[config.mk]
export PLATFORM = sky130hd
export DESIGN_NAME = fps_sequencer
export DESIGN_NICKNAME = d
export VERILOG_FILES = /design/src/fps_pkg.sv /design/src/fps_busy_timer.sv /design/src/fps_sequencer.sv
export SDC_FILE = /design/constraint.sdc
export NUM_CORES = 1
export LEC_CHECK = 0
export ABC_CLOCK_PERIOD_IN_PS = 4500
export BUFFER_PORTS_ARGS = -buffer_cell sky130_fd_sc_hd__buf_2
export CAP_MARGIN = 25
export CORE_AREA = 2 2 127 129
export CTS_CLUSTER_SIZE = 40
export DETAILED_ROUTE_END_ITERATION = 10
export DIE_AREA = 0 0 129 131
export MAX_ROUTING_LAYER = met4
export PLACE_DENSITY_LB_ADDON = 0.08
export REMOVE_ABC_BUFFERS = 1
export SLEW_MARGIN = 20
export SYNTH_ARGS = -nofsm -noshare
export SYNTH_HDL_FRONTEND = slang
export SYNTH_SLANG_ARGS = --single-unit
[constraint.sdc]
create_clock -name clk_sys -period 4.5 [get_ports clk_sys]
set_input_delay 0.45 -clock clk_sys [delete_from_list [all_inputs] [get_ports clk_sys]]
set_output_delay 0.45 -clock clk_sys [all_outputs]
set_load 0.005 [all_outputs]
[src/fps_pkg.sv]
package fps_pkg;

	// ------------------------------------------------------------
	// register offsets (byte addresses, plain register port)
	// ------------------------------------------------------------
	localparam logic [15:0] OFS_KEY0      = 16'h3010; // unlock_key_0
	localparam logic [15:0] OFS_KEY1      = 16'h3011; // unlock_key_1
	localparam logic [15:0] OFS_KEY2      = 16'h3012; // unlock_key_2
	localparam logic [15:0] OFS_KEY3      = 16'h3013; // unlock_key_3
	localparam logic [15:0] OFS_ADDR      = 16'h3014; // program_erase_address
	localparam logic [15:0] OFS_DATA      = 16'h3018; // program_data_word
	localparam logic [15:0] OFS_OPCTL     = 16'h301f; // operation_control_reg
	localparam logic [15:0] OFS_ERR       = 16'h3023; // flash_error_reg
	localparam logic [15:0] OFS_ACC       = 16'h3027; // access_control_reg
	localparam logic [15:0] OFS_SOPT_RD   = 16'h302b; // smart_option_readback
	localparam logic [15:0] OFS_POPT_RD   = 16'h302f; // protection_option_readback

	// ------------------------------------------------------------
	// field positions
	// ------------------------------------------------------------
	localparam int BIT_CHIP_ERS  = 0; // whole_chip_erase_enable
	localparam int BIT_SECT_ERS  = 1; // sector_erase_enable
	localparam int BIT_OPT_PGM   = 2; // option_program_enable
	localparam int BIT_NORM_PGM  = 3; // normal_program_enable
	localparam int BIT_START     = 7; // operation start
	localparam int BIT_ERR_CLR   = 0; // clear keys and control, active low
	localparam int BIT_CFG_ERR   = 7; // multi_enable_fault
	localparam int BIT_CPU_HOLD  = 7; // cpu hold in access control

	// ------------------------------------------------------------
	// reset values and constants
	// ------------------------------------------------------------
	localparam logic [7:0]  RST_KEY       = 8'h00;
	localparam logic [31:0] RST_WORD      = 32'h0000_0000;
	localparam logic [7:0]  RST_OPCTL     = 8'h00;
	localparam logic [7:0]  RST_ERR       = 8'h01;
	localparam logic [7:0]  RST_ACC       = 8'h03;
	localparam logic [7:0]  KEY_A         = 8'h5a;
	localparam logic [7:0]  KEY_B         = 8'ha5;
	localparam logic [31:0] OPT_SMART_ADR = 32'h0000_0e38;
	localparam logic [31:0] OPT_PROT_ADR  = 32'h0000_0e3c;
	localparam logic [31:0] FLASH_TOP     = 32'h0003_ffff;
	localparam int          SECT_BITS     = 9;
	localparam int          SECT_COUNT    = 512;

	// ------------------------------------------------------------
	// timing
	// ------------------------------------------------------------
	localparam int CLK_MHZ       = 200;
	localparam int PGM_TIME_US   = 30;
	localparam int PGM_CYCLES    = PGM_TIME_US * CLK_MHZ;
	localparam int ERS_TIME_US   = 30;
	localparam int ERS_CYCLES    = ERS_TIME_US * CLK_MHZ;

	// ------------------------------------------------------------
	// operation codes to the array
	// ------------------------------------------------------------
	typedef enum logic [1:0]
	{
		OP_PGM   = 2'h0,
		OP_SERS  = 2'h1,
		OP_OPGM  = 2'h2,
		OP_WHOLE_CHIP_ERASE_ENABLE  = 2'h3
	} fps_op_e;

endpackage

[src/fps_busy_timer.sv]
`timescale 1ns/1ps

// down counter that times one array operation
module fps_busy_timer
#(
	parameter int CW = 16
)
(
	input  wire logic          clk_sys,
	input  wire logic          rst,
	input  wire logic          load,     // one-cycle start pulse
	input  wire logic [CW-1:0] cycles,   // duration in clocks
	output logic               done      // one-cycle pulse at end
);

	logic [CW-1:0] cnt_r;       // remaining cycles
	logic [CW-1:0] cnt_nxt;
	logic          done_r;      // end pulse
	logic          done_nxt;

	// ------------------------------------------------------------
	// next state
	// ------------------------------------------------------------
	always_comb
	begin
		cnt_nxt  = cnt_r;
		done_nxt = 1'b0;
		if (load)
			cnt_nxt = cycles;
		else if (cnt_r != '0)
		begin
			cnt_nxt  = cnt_r - CW'(1);
			done_nxt = (cnt_r == {{(CW-1){1'b0}}, 1'b1});
		end
	end

	// ------------------------------------------------------------
	// registers
	// ------------------------------------------------------------
	always_ff @(posedge clk_sys)
	begin
		if (rst)
		begin
			cnt_r  <= '0;
			done_r <= 1'b0;
		end
		else
		begin
			cnt_r  <= cnt_nxt;
			done_r <= done_nxt;
		end
	end

	assign done = done_r;

endmodule // fps_busy_timer

[src/fps_sequencer.sv]
`timescale 1ns/1ps

module fps_sequencer
#(
	parameter int PGM_CYC = fps_pkg::PGM_CYCLES,  // word program duration
	parameter int ERS_CYC = fps_pkg::ERS_CYCLES   // erase duration
)
(
	input  wire logic        clk_sys,
	input  wire logic        rst,
	input  wire logic [15:0] reg_addr,      // register byte address
	input  wire logic [31:0] reg_wdata,     // write data, bytes in low bits
	input  wire logic        reg_wr,        // write strobe
	input  wire logic        reg_rd,        // read strobe
	output logic      [31:0] reg_rdata,     // read data, cycle after strobe
	input  wire logic        programming_mode_pin, // tool mode when high
	input  wire logic        arr_done,      // array finished (or 0: use timer)
	output logic             cpu_hold,      // stall processor
	output logic             sys_reset_hold,// reset for all other modules
	output logic             arr_go,        // one-cycle operation pulse
	output logic      [1:0]  arr_op,        // fps_op_e operation
	output logic      [31:0] arr_addr,      // flash-relative address
	output logic      [31:0] arr_wdata,     // word to store
	output logic             arr_busy       // operation in progress
);

	// ------------------------------------------------------------
	// types and state
	// ------------------------------------------------------------
	typedef enum logic [1:0]
	{
		ST_IDLE = 2'b00,
		ST_RUN  = 2'b01,
		ST_DONE = 2'b11
	} fps_st_e;

	localparam int TW = 16;

	fps_st_e     st_r, st_nxt;             // sequencer state
	logic [7:0]  key_r [4];                // unlock_keys storage
	logic [7:0]  key_nxt [4];
	logic [2:0]  key_pos_r, key_pos_nxt;   // next expected key index
	logic        key_bad_r, key_bad_nxt;   // out-of-order key write seen
	logic [31:0] addr_r, addr_nxt;         // program_erase_address
	logic [31:0] data_r, data_nxt;         // program_data_word
	logic [7:0]  opctl_r, opctl_nxt;       // operation_control_reg
	logic        cfg_err_r, cfg_err_nxt;   // multi_enable_fault
	logic        acc_hold_r, acc_hold_nxt; // cpu hold enable
	logic [1:0]  acc_cyc_r, acc_cyc_nxt;   // read access cycles
	logic [31:0] sopt_r, sopt_nxt;         // smart option word
	logic [31:0] popt_r, popt_nxt;         // protection option word
	logic        hardlock_r, hardlock_nxt; // protection state
	logic [31:0] rdata_r, rdata_nxt;
	logic        go_r, go_nxt;
	logic [1:0]  op_r, op_nxt;
	logic        hold_r, hold_nxt;
	logic        busy_r, busy_nxt;         // registered busy level
	logic        srst_r, srst_nxt;
	logic        tload;
	logic [TW-1:0] tcyc;
	logic        tdone;
	logic        finish;
	logic [2:0]  en_cnt;
	logic        keys_ok;

	// ------------------------------------------------------------
	// operation timer
	// ------------------------------------------------------------
	fps_busy_timer #(.CW(TW)) u_timer
	(
		.clk_sys (clk_sys),
		.rst     (rst),
		.load    (tload),
		.cycles  (tcyc),
		.done    (tdone)
	);

	assign finish = tdone | arr_done;

	// enables counted for the one-hot check
	always_comb
	begin
		en_cnt = 3'h0;
		for (int i = 0; i < 4; i++)
			en_cnt = en_cnt + {2'h0, opctl_r[i]};
	end

	// exact unlock sequence present
	assign keys_ok = !key_bad_r && key_pos_r == 3'h4
		&& key_r[0] == fps_pkg::KEY_A && key_r[1] == fps_pkg::KEY_B
		&& key_r[2] == fps_pkg::KEY_A && key_r[3] == fps_pkg::KEY_B;

	// ------------------------------------------------------------
	// register and sequencer next state
	// ------------------------------------------------------------
	always_comb
	begin
		st_nxt       = st_r;
		key_nxt      = key_r;
		key_pos_nxt  = key_pos_r;
		key_bad_nxt  = key_bad_r;
		addr_nxt     = addr_r;
		data_nxt     = data_r;
		opctl_nxt    = opctl_r;
		cfg_err_nxt  = cfg_err_r;
		acc_hold_nxt = acc_hold_r;
		acc_cyc_nxt  = acc_cyc_r;
		sopt_nxt     = sopt_r;
		popt_nxt     = popt_r;
		hardlock_nxt = hardlock_r;
		rdata_nxt    = 32'h0000_0000;
		go_nxt       = 1'b0;
		op_nxt       = op_r;
		tload        = 1'b0;
		tcyc         = TW'(PGM_CYC);
		srst_nxt     = programming_mode_pin;

		// register writes (control locked while running)
		if (reg_wr)
		begin
			case (reg_addr)
				fps_pkg::OFS_KEY0, fps_pkg::OFS_KEY1,
				fps_pkg::OFS_KEY2, fps_pkg::OFS_KEY3:
				begin
					// key 0 always restarts a fresh unlock, then ascending only
					if (reg_addr[1:0] == 2'h0)
					begin
						key_nxt[0]  = reg_wdata[7:0];
						key_pos_nxt = 3'h1;
						key_bad_nxt = 1'b0;
					end
					else if (reg_addr[1:0] == key_pos_r[1:0] && !key_pos_r[2])
					begin
						key_nxt[reg_addr[1:0]] = reg_wdata[7:0];
						key_pos_nxt = key_pos_r + 3'h1;
					end
					else
						key_bad_nxt = 1'b1;
				end
				fps_pkg::OFS_ADDR:
					if (st_r == ST_IDLE)
						addr_nxt = reg_wdata & fps_pkg::FLASH_TOP;
				fps_pkg::OFS_DATA:
					if (st_r == ST_IDLE)
						data_nxt = reg_wdata;
				fps_pkg::OFS_OPCTL:
					if (st_r == ST_IDLE)
						opctl_nxt = {reg_wdata[7], 3'h0, reg_wdata[3:0]};
				fps_pkg::OFS_ERR:
				begin
					if (!reg_wdata[fps_pkg::BIT_ERR_CLR])
					begin
						for (int k = 0; k < 4; k++)
							key_nxt[k] = fps_pkg::RST_KEY;
						key_pos_nxt = 3'h0;
						key_bad_nxt = 1'b0;
						opctl_nxt   = fps_pkg::RST_OPCTL;
						cfg_err_nxt = 1'b0;
					end
				end
				fps_pkg::OFS_ACC:
				begin
					acc_hold_nxt = reg_wdata[fps_pkg::BIT_CPU_HOLD];
					acc_cyc_nxt  = reg_wdata[1:0];
				end
				default: ;
			endcase
		end

		// reads: keys read zero, option words only via readback
		if (reg_rd)
		begin
			case (reg_addr)
				fps_pkg::OFS_ADDR:    rdata_nxt = addr_r;
				fps_pkg::OFS_DATA:    rdata_nxt = data_r;
				fps_pkg::OFS_OPCTL:   rdata_nxt = {24'h0, opctl_r};
				fps_pkg::OFS_ERR:     rdata_nxt = {24'h0, cfg_err_r, 7'h01};
				fps_pkg::OFS_ACC:     rdata_nxt = {24'h0, acc_hold_r, 5'h0, acc_cyc_r};
				fps_pkg::OFS_SOPT_RD: rdata_nxt = sopt_r;
				fps_pkg::OFS_POPT_RD: rdata_nxt = popt_r;
				default:              rdata_nxt = 32'h0000_0000;
			endcase
		end

		// sequencer
		case (st_r)
			ST_IDLE:
			begin
				if (opctl_r[fps_pkg::BIT_START])
				begin
					if (en_cnt > 3'h1)
					begin
						cfg_err_nxt = 1'b1;
						opctl_nxt[fps_pkg::BIT_START] = 1'b0;
					end
					else if (!keys_ok || en_cnt == 3'h0
						|| (opctl_r[fps_pkg::BIT_SECT_ERS] && programming_mode_pin))
					begin
						opctl_nxt[fps_pkg::BIT_START] = 1'b0;
						for (int k = 0; k < 4; k++)
							key_nxt[k] = fps_pkg::RST_KEY;
						key_pos_nxt = 3'h0;
					end
					else
					begin
						go_nxt = 1'b1;
						tload  = 1'b1;
						st_nxt = ST_RUN;
						if (opctl_r[fps_pkg::BIT_NORM_PGM])
						begin
							op_nxt = fps_pkg::OP_PGM;
							addr_nxt[1:0] = 2'h0;
						end
						else if (opctl_r[fps_pkg::BIT_OPT_PGM])
							op_nxt = fps_pkg::OP_OPGM;
						else if (opctl_r[fps_pkg::BIT_SECT_ERS])
						begin
							op_nxt = fps_pkg::OP_SERS;
							addr_nxt[fps_pkg::SECT_BITS-1:0] = '0;
							tcyc   = TW'(ERS_CYC);
						end
						else
						begin
							op_nxt = fps_pkg::OP_WHOLE_CHIP_ERASE_ENABLE;
							tcyc   = TW'(ERS_CYC);
						end
					end
				end
			end
			ST_RUN:
				if (finish)
					st_nxt = ST_DONE;
			ST_DONE:
			begin
				// option sector shadow updates
				if (op_r == fps_pkg::OP_OPGM && addr_r == fps_pkg::OPT_SMART_ADR)
					sopt_nxt = sopt_r & data_r;
				if (op_r == fps_pkg::OP_OPGM && addr_r == fps_pkg::OPT_PROT_ADR)
				begin
					popt_nxt     = popt_r & data_r;
					hardlock_nxt = (popt_r & data_r) != 32'hffff_ffff;
				end
				if (op_r == fps_pkg::OP_WHOLE_CHIP_ERASE_ENABLE)
				begin
					sopt_nxt     = 32'hffff_ffff;
					popt_nxt     = 32'hffff_ffff;
					hardlock_nxt = 1'b0;
				end
				for (int k = 0; k < 4; k++)
					key_nxt[k] = fps_pkg::RST_KEY;
				key_pos_nxt = 3'h0;
				opctl_nxt[fps_pkg::BIT_START] = 1'b0;
				st_nxt = ST_IDLE;
			end
			default:
				st_nxt = ST_IDLE;
		endcase

		hold_nxt = acc_hold_r && (st_nxt == ST_RUN);
		busy_nxt = (st_nxt == ST_RUN);
	end

	// ------------------------------------------------------------
	// registers
	// ------------------------------------------------------------
	always_ff @(posedge clk_sys)
	begin
		if (rst)
		begin
			st_r       <= ST_IDLE;
			for (int k = 0; k < 4; k++)
				key_r[k] <= fps_pkg::RST_KEY;
			key_pos_r  <= 3'h0;
			key_bad_r  <= 1'b0;
			addr_r     <= fps_pkg::RST_WORD;
			data_r     <= fps_pkg::RST_WORD;
			opctl_r    <= fps_pkg::RST_OPCTL;
			cfg_err_r  <= 1'b0;
			acc_hold_r <= fps_pkg::RST_ACC[fps_pkg::BIT_CPU_HOLD];
			acc_cyc_r  <= fps_pkg::RST_ACC[1:0];
			sopt_r     <= 32'hffff_ffff;
			popt_r     <= 32'hffff_ffff;
			hardlock_r <= 1'b0;
			rdata_r    <= 32'h0000_0000;
			go_r       <= 1'b0;
			op_r       <= fps_pkg::OP_PGM;
			hold_r     <= 1'b0;
			busy_r     <= 1'b0;
			srst_r     <= 1'b0;
		end
		else
		begin
			st_r       <= st_nxt;
			key_r      <= key_nxt;
			key_pos_r  <= key_pos_nxt;
			key_bad_r  <= key_bad_nxt;
			addr_r     <= addr_nxt;
			data_r     <= data_nxt;
			opctl_r    <= opctl_nxt;
			cfg_err_r  <= cfg_err_nxt;
			acc_hold_r <= acc_hold_nxt;
			acc_cyc_r  <= acc_cyc_nxt;
			sopt_r     <= sopt_nxt;
			popt_r     <= popt_nxt;
			hardlock_r <= hardlock_nxt;
			rdata_r    <= rdata_nxt;
			go_r       <= go_nxt;
			op_r       <= op_nxt;
			hold_r     <= hold_nxt;
			busy_r     <= busy_nxt;
			srst_r     <= srst_nxt;
		end
	end

	// ------------------------------------------------------------
	// outputs
	// ------------------------------------------------------------
	assign reg_rdata      = rdata_r;
	assign cpu_hold       = hold_r;
	assign sys_reset_hold = srst_r;
	assign arr_go         = go_r;
	assign arr_op         = op_r;
	assign arr_addr       = addr_r;
	assign arr_wdata      = data_r;
	assign arr_busy       = busy_r;

endmodule // fps_sequencer

# --- Word-level counts from Yosys, hierarchy flattened ---
# Index checks and enable logic that the tools add are counted.
totals:
  regBits: 219
  in_bits: 54
  output_inout_bits: 102
  word_cells: 177
classes:
  add_sub_neg: 5
  order_cmp: 3
  eq_ne: 28
  muxes: 70
  n_bitwise: 8
  n_reduce_logical: 37
op_table:
  columns: ["cell", "count"]
  rows:
  - ["32-bit two-way mux", 10]
  - ["32-bit case mux with 7 select lines", 1]
  - ["16-bit by 14-bit == test with 1-bit output, second input constant", 11]
  - ["32-bit case mux with 2 select lines", 2]
  - ["9-bit two-way mux", 9]
  - ["32-bit AND", 2]
  - ["8-bit two-way mux", 5]
  - ["18-bit by 12-bit == test with 1-bit output, second input constant", 2]
  - ["32-bit bitwise mux", 1]
  - ["13-bit two-way mux", 2]
  - ["24-bit two-way mux", 1]
  - ["3-bit two-way mux", 7]
  - ["8-bit demux with 2-bit select", 1]
  - ["16-bit by 1-bit == test with 1-bit output, second input constant", 1]
  - ["8-bit by 7-bit == test with 1-bit output, second input constant", 2]
  - ["8-bit == test, second input constant", 2]
  - ["1-bit two-way mux", 16]
  - ["2-bit two-way mux", 8]
  - ["8-bit case mux with 2 select lines", 1]
  - ["16-bit nonzero test", 1]
  - ["16-bit by 1-bit subtractor with 16-bit output, second input constant", 1]
  - ["3-bit case mux with 2 select lines", 2]
  - ["4-bit AND reduction", 3]
  - ["1-bit logical AND", 11]
  - ["29 further kinds", 49]

# --- Longest topological paths before layout ---
logic_depth:
  depth_word: 15
  mapped_depth: 11
  depth_no_buf: 10

# --- Hierarchy ---
# From an unflattened synthesis, not the netlist that was laid out.
hier_totals:
  cells_unflattened: 1001
  hier_area_um2: 8901.0
by_module_without_submodules:
  columns: ["module", "n_inst", "cells_per_inst", "area_per_inst_um2", "seq_area_each_um2"]
  rows:
  - ["fps_sequencer", 1, 897, 8003.9, 3983.8]
  - ["fps_busy_timer", 1, 104, 897.1, 340.3]

# --- Least setup slack after synthesis ---
# No wires, ideal clock.
synth_timing:
  path_kind: "register to register"
  startpoint: "reg opctl_r[1]"
  endpoint: "reg key_r[17] in the netlist's numbering"
  setup_ns: 0.128
  arrival_time_ns: 2.770
  required_time_ns: 4.372
  slack_ns: 1.602
  path_stages_with_launch: 12
  path_buffers: 1
  synth_period_minus_slack_ns: 2.898
  cell_sequence: "dfxtp_1 inv_1 fa_1 inv_1 ha_1 inv_1 ha_1 o311ai_0 nor3_1 o31ai_2 clkbuf_1 nor2_1"
synth_between:
  elab_chain_cells: 10
  word_cells_on_any_way: 12
  classes_between: "add/sub: 3; order compare: 1; mux: 4; reduce/logical: 4"
synth_lines:
  columns: ["element", "line", "rtl"]
  rows:
  - ["start, declared", "fps_sequencer.sv:46", "logic [7:0] opctl_r, opctl_nxt;"]
  - ["start signal, assigned", "fps_sequencer.sv:277", "opctl_r <= fps_pkg::RST_OPCTL;"]
  - ["start signal, assigned", "fps_sequencer.sv:299", "opctl_r <= opctl_nxt;"]
  - ["1-bit by 1-bit adder with 2-bit output", "fps_sequencer.sv:85", "en_cnt = en_cnt + {2'h0, opctl_r[i]};"]
  - ["2-bit by 1-bit adder with 3-bit output", "fps_sequencer.sv:85", null]
  - ["3-bit by 1-bit adder with 3-bit output", "fps_sequencer.sv:85", null]
  - ["3-bit logical NOT", "fps_sequencer.sv:196", "else if (!keys_ok || en_cnt == 3'h0"]
  - ["1-bit logical OR", "fps_sequencer.sv:196", null]
  - ["1-bit logical OR", "fps_sequencer.sv:197", "|| (opctl_r[fps_pkg::BIT_SECT_ERS] && programming_mode_pin))"]
  - ["32-bit two-way mux", "fps_sequencer.sv:196", null]
  - ["32-bit two-way mux *", "fps_sequencer.sv:191", "if (en_cnt > 3'h1)"]
  - ["32-bit two-way mux *", "fps_sequencer.sv:189", "if (opctl_r[fps_pkg::BIT_START])"]
  - ["32-bit case mux with 2 select lines *", "fps_sequencer.sv:186", "case (st_r)"]
  - ["end signal, assigned by index", "fps_sequencer.sv:272", "key_r[k] <= fps_pkg::RST_KEY;"]
  - ["end signal, assigned", "fps_sequencer.sv:294", "key_r <= key_nxt;"]
  - ["end, declared", "fps_sequencer.sv:40", "logic [7:0] key_r [4];"]
# Mark *: on every way between the ends. The rest lies on a longest branch, timed or not.
# A chain may end at the register's enable or synchronous reset.

# --- Worst setup path in the final report ---
layout_timing:
  startpoint: "reg opctl_r[1]"
  endpoint: "reg u_timer.cnt_r[1]"
layout_between:
  elab_chain_cells: 11
  word_cells_on_any_way: 13
  classes_between: "add/sub: 3; order compare: 1; mux: 4; reduce/logical: 5"
layout_lines:
  columns: ["element", "line", "rtl"]
  rows:
  - ["1-bit by 1-bit adder with 2-bit output", "fps_sequencer.sv:85", null]
  - ["2-bit by 1-bit adder with 3-bit output", "fps_sequencer.sv:85", null]
  - ["3-bit by 1-bit adder with 3-bit output", "fps_sequencer.sv:85", null]
  - ["3-bit logical NOT", "fps_sequencer.sv:196", null]
  - ["1-bit logical OR", "fps_sequencer.sv:196", null]
  - ["1-bit logical OR", "fps_sequencer.sv:197", null]
  - ["1-bit two-way mux", "fps_sequencer.sv:196", null]
  - ["1-bit two-way mux *", "fps_sequencer.sv:191", null]
  - ["1-bit two-way mux *", "fps_sequencer.sv:189", null]
  - ["1-bit two-way mux *", null, null]
  - ["2-bit OR reduction (no source line) *", null, null]
  - ["end signal, assigned", "fps_busy_timer.sv:49", "cnt_r <= cnt_nxt;"]
  - ["end, declared", "fps_busy_timer.sv:16", "logic [CW-1:0] cnt_r;"]
# Marked as above.

==> reports/metrics.yaml <==
detailed_routing:
  drc: 0
  routed_via_density: 5.81
  detail-route-antenna-nets: 0
  dr_total_vias: 8075
  dr.pass1.iters: 5
  drt-total-wl_mm: 24.1
  wl_per_cell_um: 17.3
  drt_iter0_drc: 631
die:
  dieArea_um2: 16900
  row_count: 46
  core_um2: 15600
  start_util_pct: 58.7
  io_pins: 156
  die_h_um: 131
  die_x_um: 129
layout:
  drive_gt1_share_pct: 20.4
  utilization_pct: 68.0
  fill_cells: 1326
  diodes: 0
  layout_commonest_cell: "dfxtp_1"
  design_area_um2: 10600
  final_nets: 1222
  layout_common_cells: "dfxtp_1, nand2_1, buf_2"
  area_growth_pct: 15.9
logic_synthesis:
  synth_top_area_share_pct: 47.2
  synth.largest_area_cell: "dfxtp_1"
  syn_inst: 1049
  synth_seq_area_share_pct: 47.2
  synth_seq_cells: 216
  synthFlopType: "dfxtp_1"
  synthTopCellsByArea: "dfxtp_1, nand2_1, a21oi_1, a22oi_1, o21ai_0"
  synth_edf_count: 0
  ys_warn_count: 0
  synth-async-reset-ratio_pct: 0
  synth.distinct_cells: 77
  avgSynthCellArea_um2: 8.73
  synthesis.area_um2: 9160
timing:
  skew_ns: 0.0172
  max_freq_ghz: 0.298
  holdWs_ns: 0.165
  worstMarginPinSlew_ns: 1.00
  setup_tns_ns: 0
  fin_crit_ns: 3.35
  rsz0062_at_grt: "no"
  final-max-slew-violation-count: 0
  fin_crit_sh_pct: 74.5
  max_slew_margin_pct: 33.1
  hold_viol_final: 0
  setup_viol: 0
worst_setup_path:
  required_ns: 4.92
  cp_max_fo: 12
  setup.worst_path.start_class: "flip-flop"
  critPathKind: "reg -> reg"
  arrival_ns: 3.77
  endpoint_kind: "flip-flop"
power:
  leakagePower_uw: 0.00410
  power.density_nw_per_um2: 417
  power.total_uw: 4420
  ir_worst_vdd_mv: 0.361
placed_design:
  placed_cell_area_um2: 9900
  io_buffers: 141
  gp_congestion: 0.876
  hpwl_mm: 15.5
global_route:
  grt_pass1_vias: 7509
  grt_overflow: 0
  antenna_found_initial: 0
  grt_start_max_net_pins: 39
  grt_pass1_wl_mm: 38.0
  grt_util_all_layers_pct: 28.7
cts:
  cts_tree: "yes"
  htree_levels: 1
  cts_hold_buf: 0
  numCtsBuffers: 23
  cts.reportedPaths.clkPinSlew_ns: 0.06
  cts-root-buf: "clkbuf_16"
  insertion_delay_ns: 0.52
  clk_path_buf_depth: 3
  cts_resized: 0
  post-cts-setup-buffer-count: 0
  clkSinkCount: 216
worst_hold_path:
  hp-class: "in -> reg"
flow_run:
  maxCapViolCount: 0
status:
  outcome: "complete, no violations"
-- flip-flops by register name, indices dropped and copies added, names as in the netlist --
name            cells
u_timer.done        1
sys_reset_hold      1
arr_addr           18
key_r              32
cpu_hold            1
reg_rdata          32
key_pos_r           3
sopt_r             32
arr_op              2
st_r                2
arr_wdata          32
acc_cyc_r           2
cfg_err_r           1
acc_hold_r          1
arr_busy            1
key_bad_r           1
opctl_r             5
popt_r             32
u_timer.cnt_r      16
arr_go              1
-- power by group --
| part | switching, uW | internal [uW] |
|---|---|---|
| clock network | 762 | 1010 |
| logic | 378 | 230 |
| registers | 67.4 | 1980 |
-- layout make-up --
type                       instances  area (um^2)  area share, %
clock buffer                      35          651           6.13
multi-input combinational        735         4390           41.3
inverter                          22         82.6          0.778
timing repair buffer             159          848           7.99
sequential                       216         4320           40.7
clock inverter                     6         51.3          0.483
tap                              216          270           2.55
-- critical path: stages, from the launching register on --
cell      delay [ns]
dfxtp_1         0.42
inv_1           0.11
fa_1            0.52
inv_1           0.04
ha_1            0.18
inv_1           0.06
ha_1            0.21
o311ai_0        0.58
or4_1           0.54
nand2_1         0.35
a211oi_1        0.24
-- metal layers --
metal / share of wire, % / vias up / GRT usage (%)
li1: - / 3940 / -
met1: 43 / 3777 / 36.3
met2: 48 / 296 / 47.7
met3: 5.9 / 62 / 3.99
met4: 2.9 / 0 / 9.65
met5: 0 / - / -
-- synthesized netlist by cell type, types with 6 or more instances --
| cell type | n |
|---|---|
| dfxtp_1 | 216 |
| nand2_1 | 184 |
| a21oi_1 | 86 |
| o21ai_0 | 72 |
| nor2_1 | 64 |
| clkbuf_1 | 53 |
| a22oi_1 | 49 |
| inv_1 | 22 |
| buf_4 | 17 |
| a222oi_1 | 16 |
| nor3_1 | 16 |
| a21oi_2 | 13 |
| buf_2 | 13 |
| mux2i_1 | 12 |
| nand3_1 | 11 |
| nand4_1 | 11 |
| o211ai_1 | 11 |
| ha_1 | 10 |
| nor4_1 | 10 |
| nand2_2 | 9 |
| o221ai_1 | 9 |
| a211oi_1 | 8 |
| nor4bb_1 | 8 |
| xor2_1 | 8 |
| mux2_2 | 7 |
| nor2b_1 | 7 |
| o21bai_1 | 7 |
| or4_1 | 7 |
| a22o_1 | 6 |
| a31oi_1 | 6 |
-- through the flow --
stage	worst slack (ns)	instances
after floorplan	0.928	973
after global placement	1.37	1347
after detailed placement	1.24	1347
after CTS	1.21	1388
after global routing	0.853	1389
final	1.15	1389
-- kinds of logic (layout without fill, tap and decap cells) --
kind of cell | count (synthesis) | count (layout) | synth area share [%]
compound gates | 308 | 308 | 22.1
xor+xnor | 11 | 11 | 1.05
fa+ha+maj | 11 | 11 | 1.58
buf+inv | 111 | 222 | 5.87
flops | 216 | 216 | 47.2
mux | 19 | 19 | 2.17
other cells | 1 | 14 | 0.0409
simple gates | 372 | 372 | 20.0
-- final timing paths --
kind / endpoint / slack, ns / from / cells after the start
setup / recovery: u_timer.cnt_r[1]$_SDFFE_PP0P_ / 1.15 / opctl_r[1]$_SDFFE_PP0P_ / 10
hold / removal: arr_wdata[22]$_SDFFE_PP0P_ / 0.16 / reg_wdata[22] / 3
setup reg to reg: u_timer.cnt_r[1]$_SDFFE_PP0P_ / 1.15 / opctl_r[1]$_SDFFE_PP0P_ / 10
hold reg to reg: sopt_r[29]$_SDFFE_PP1P_ / 0.46 / sopt_r[29]$_SDFFE_PP1P_ / 2
No activity file was read; power rests on OpenSTA's default activity.
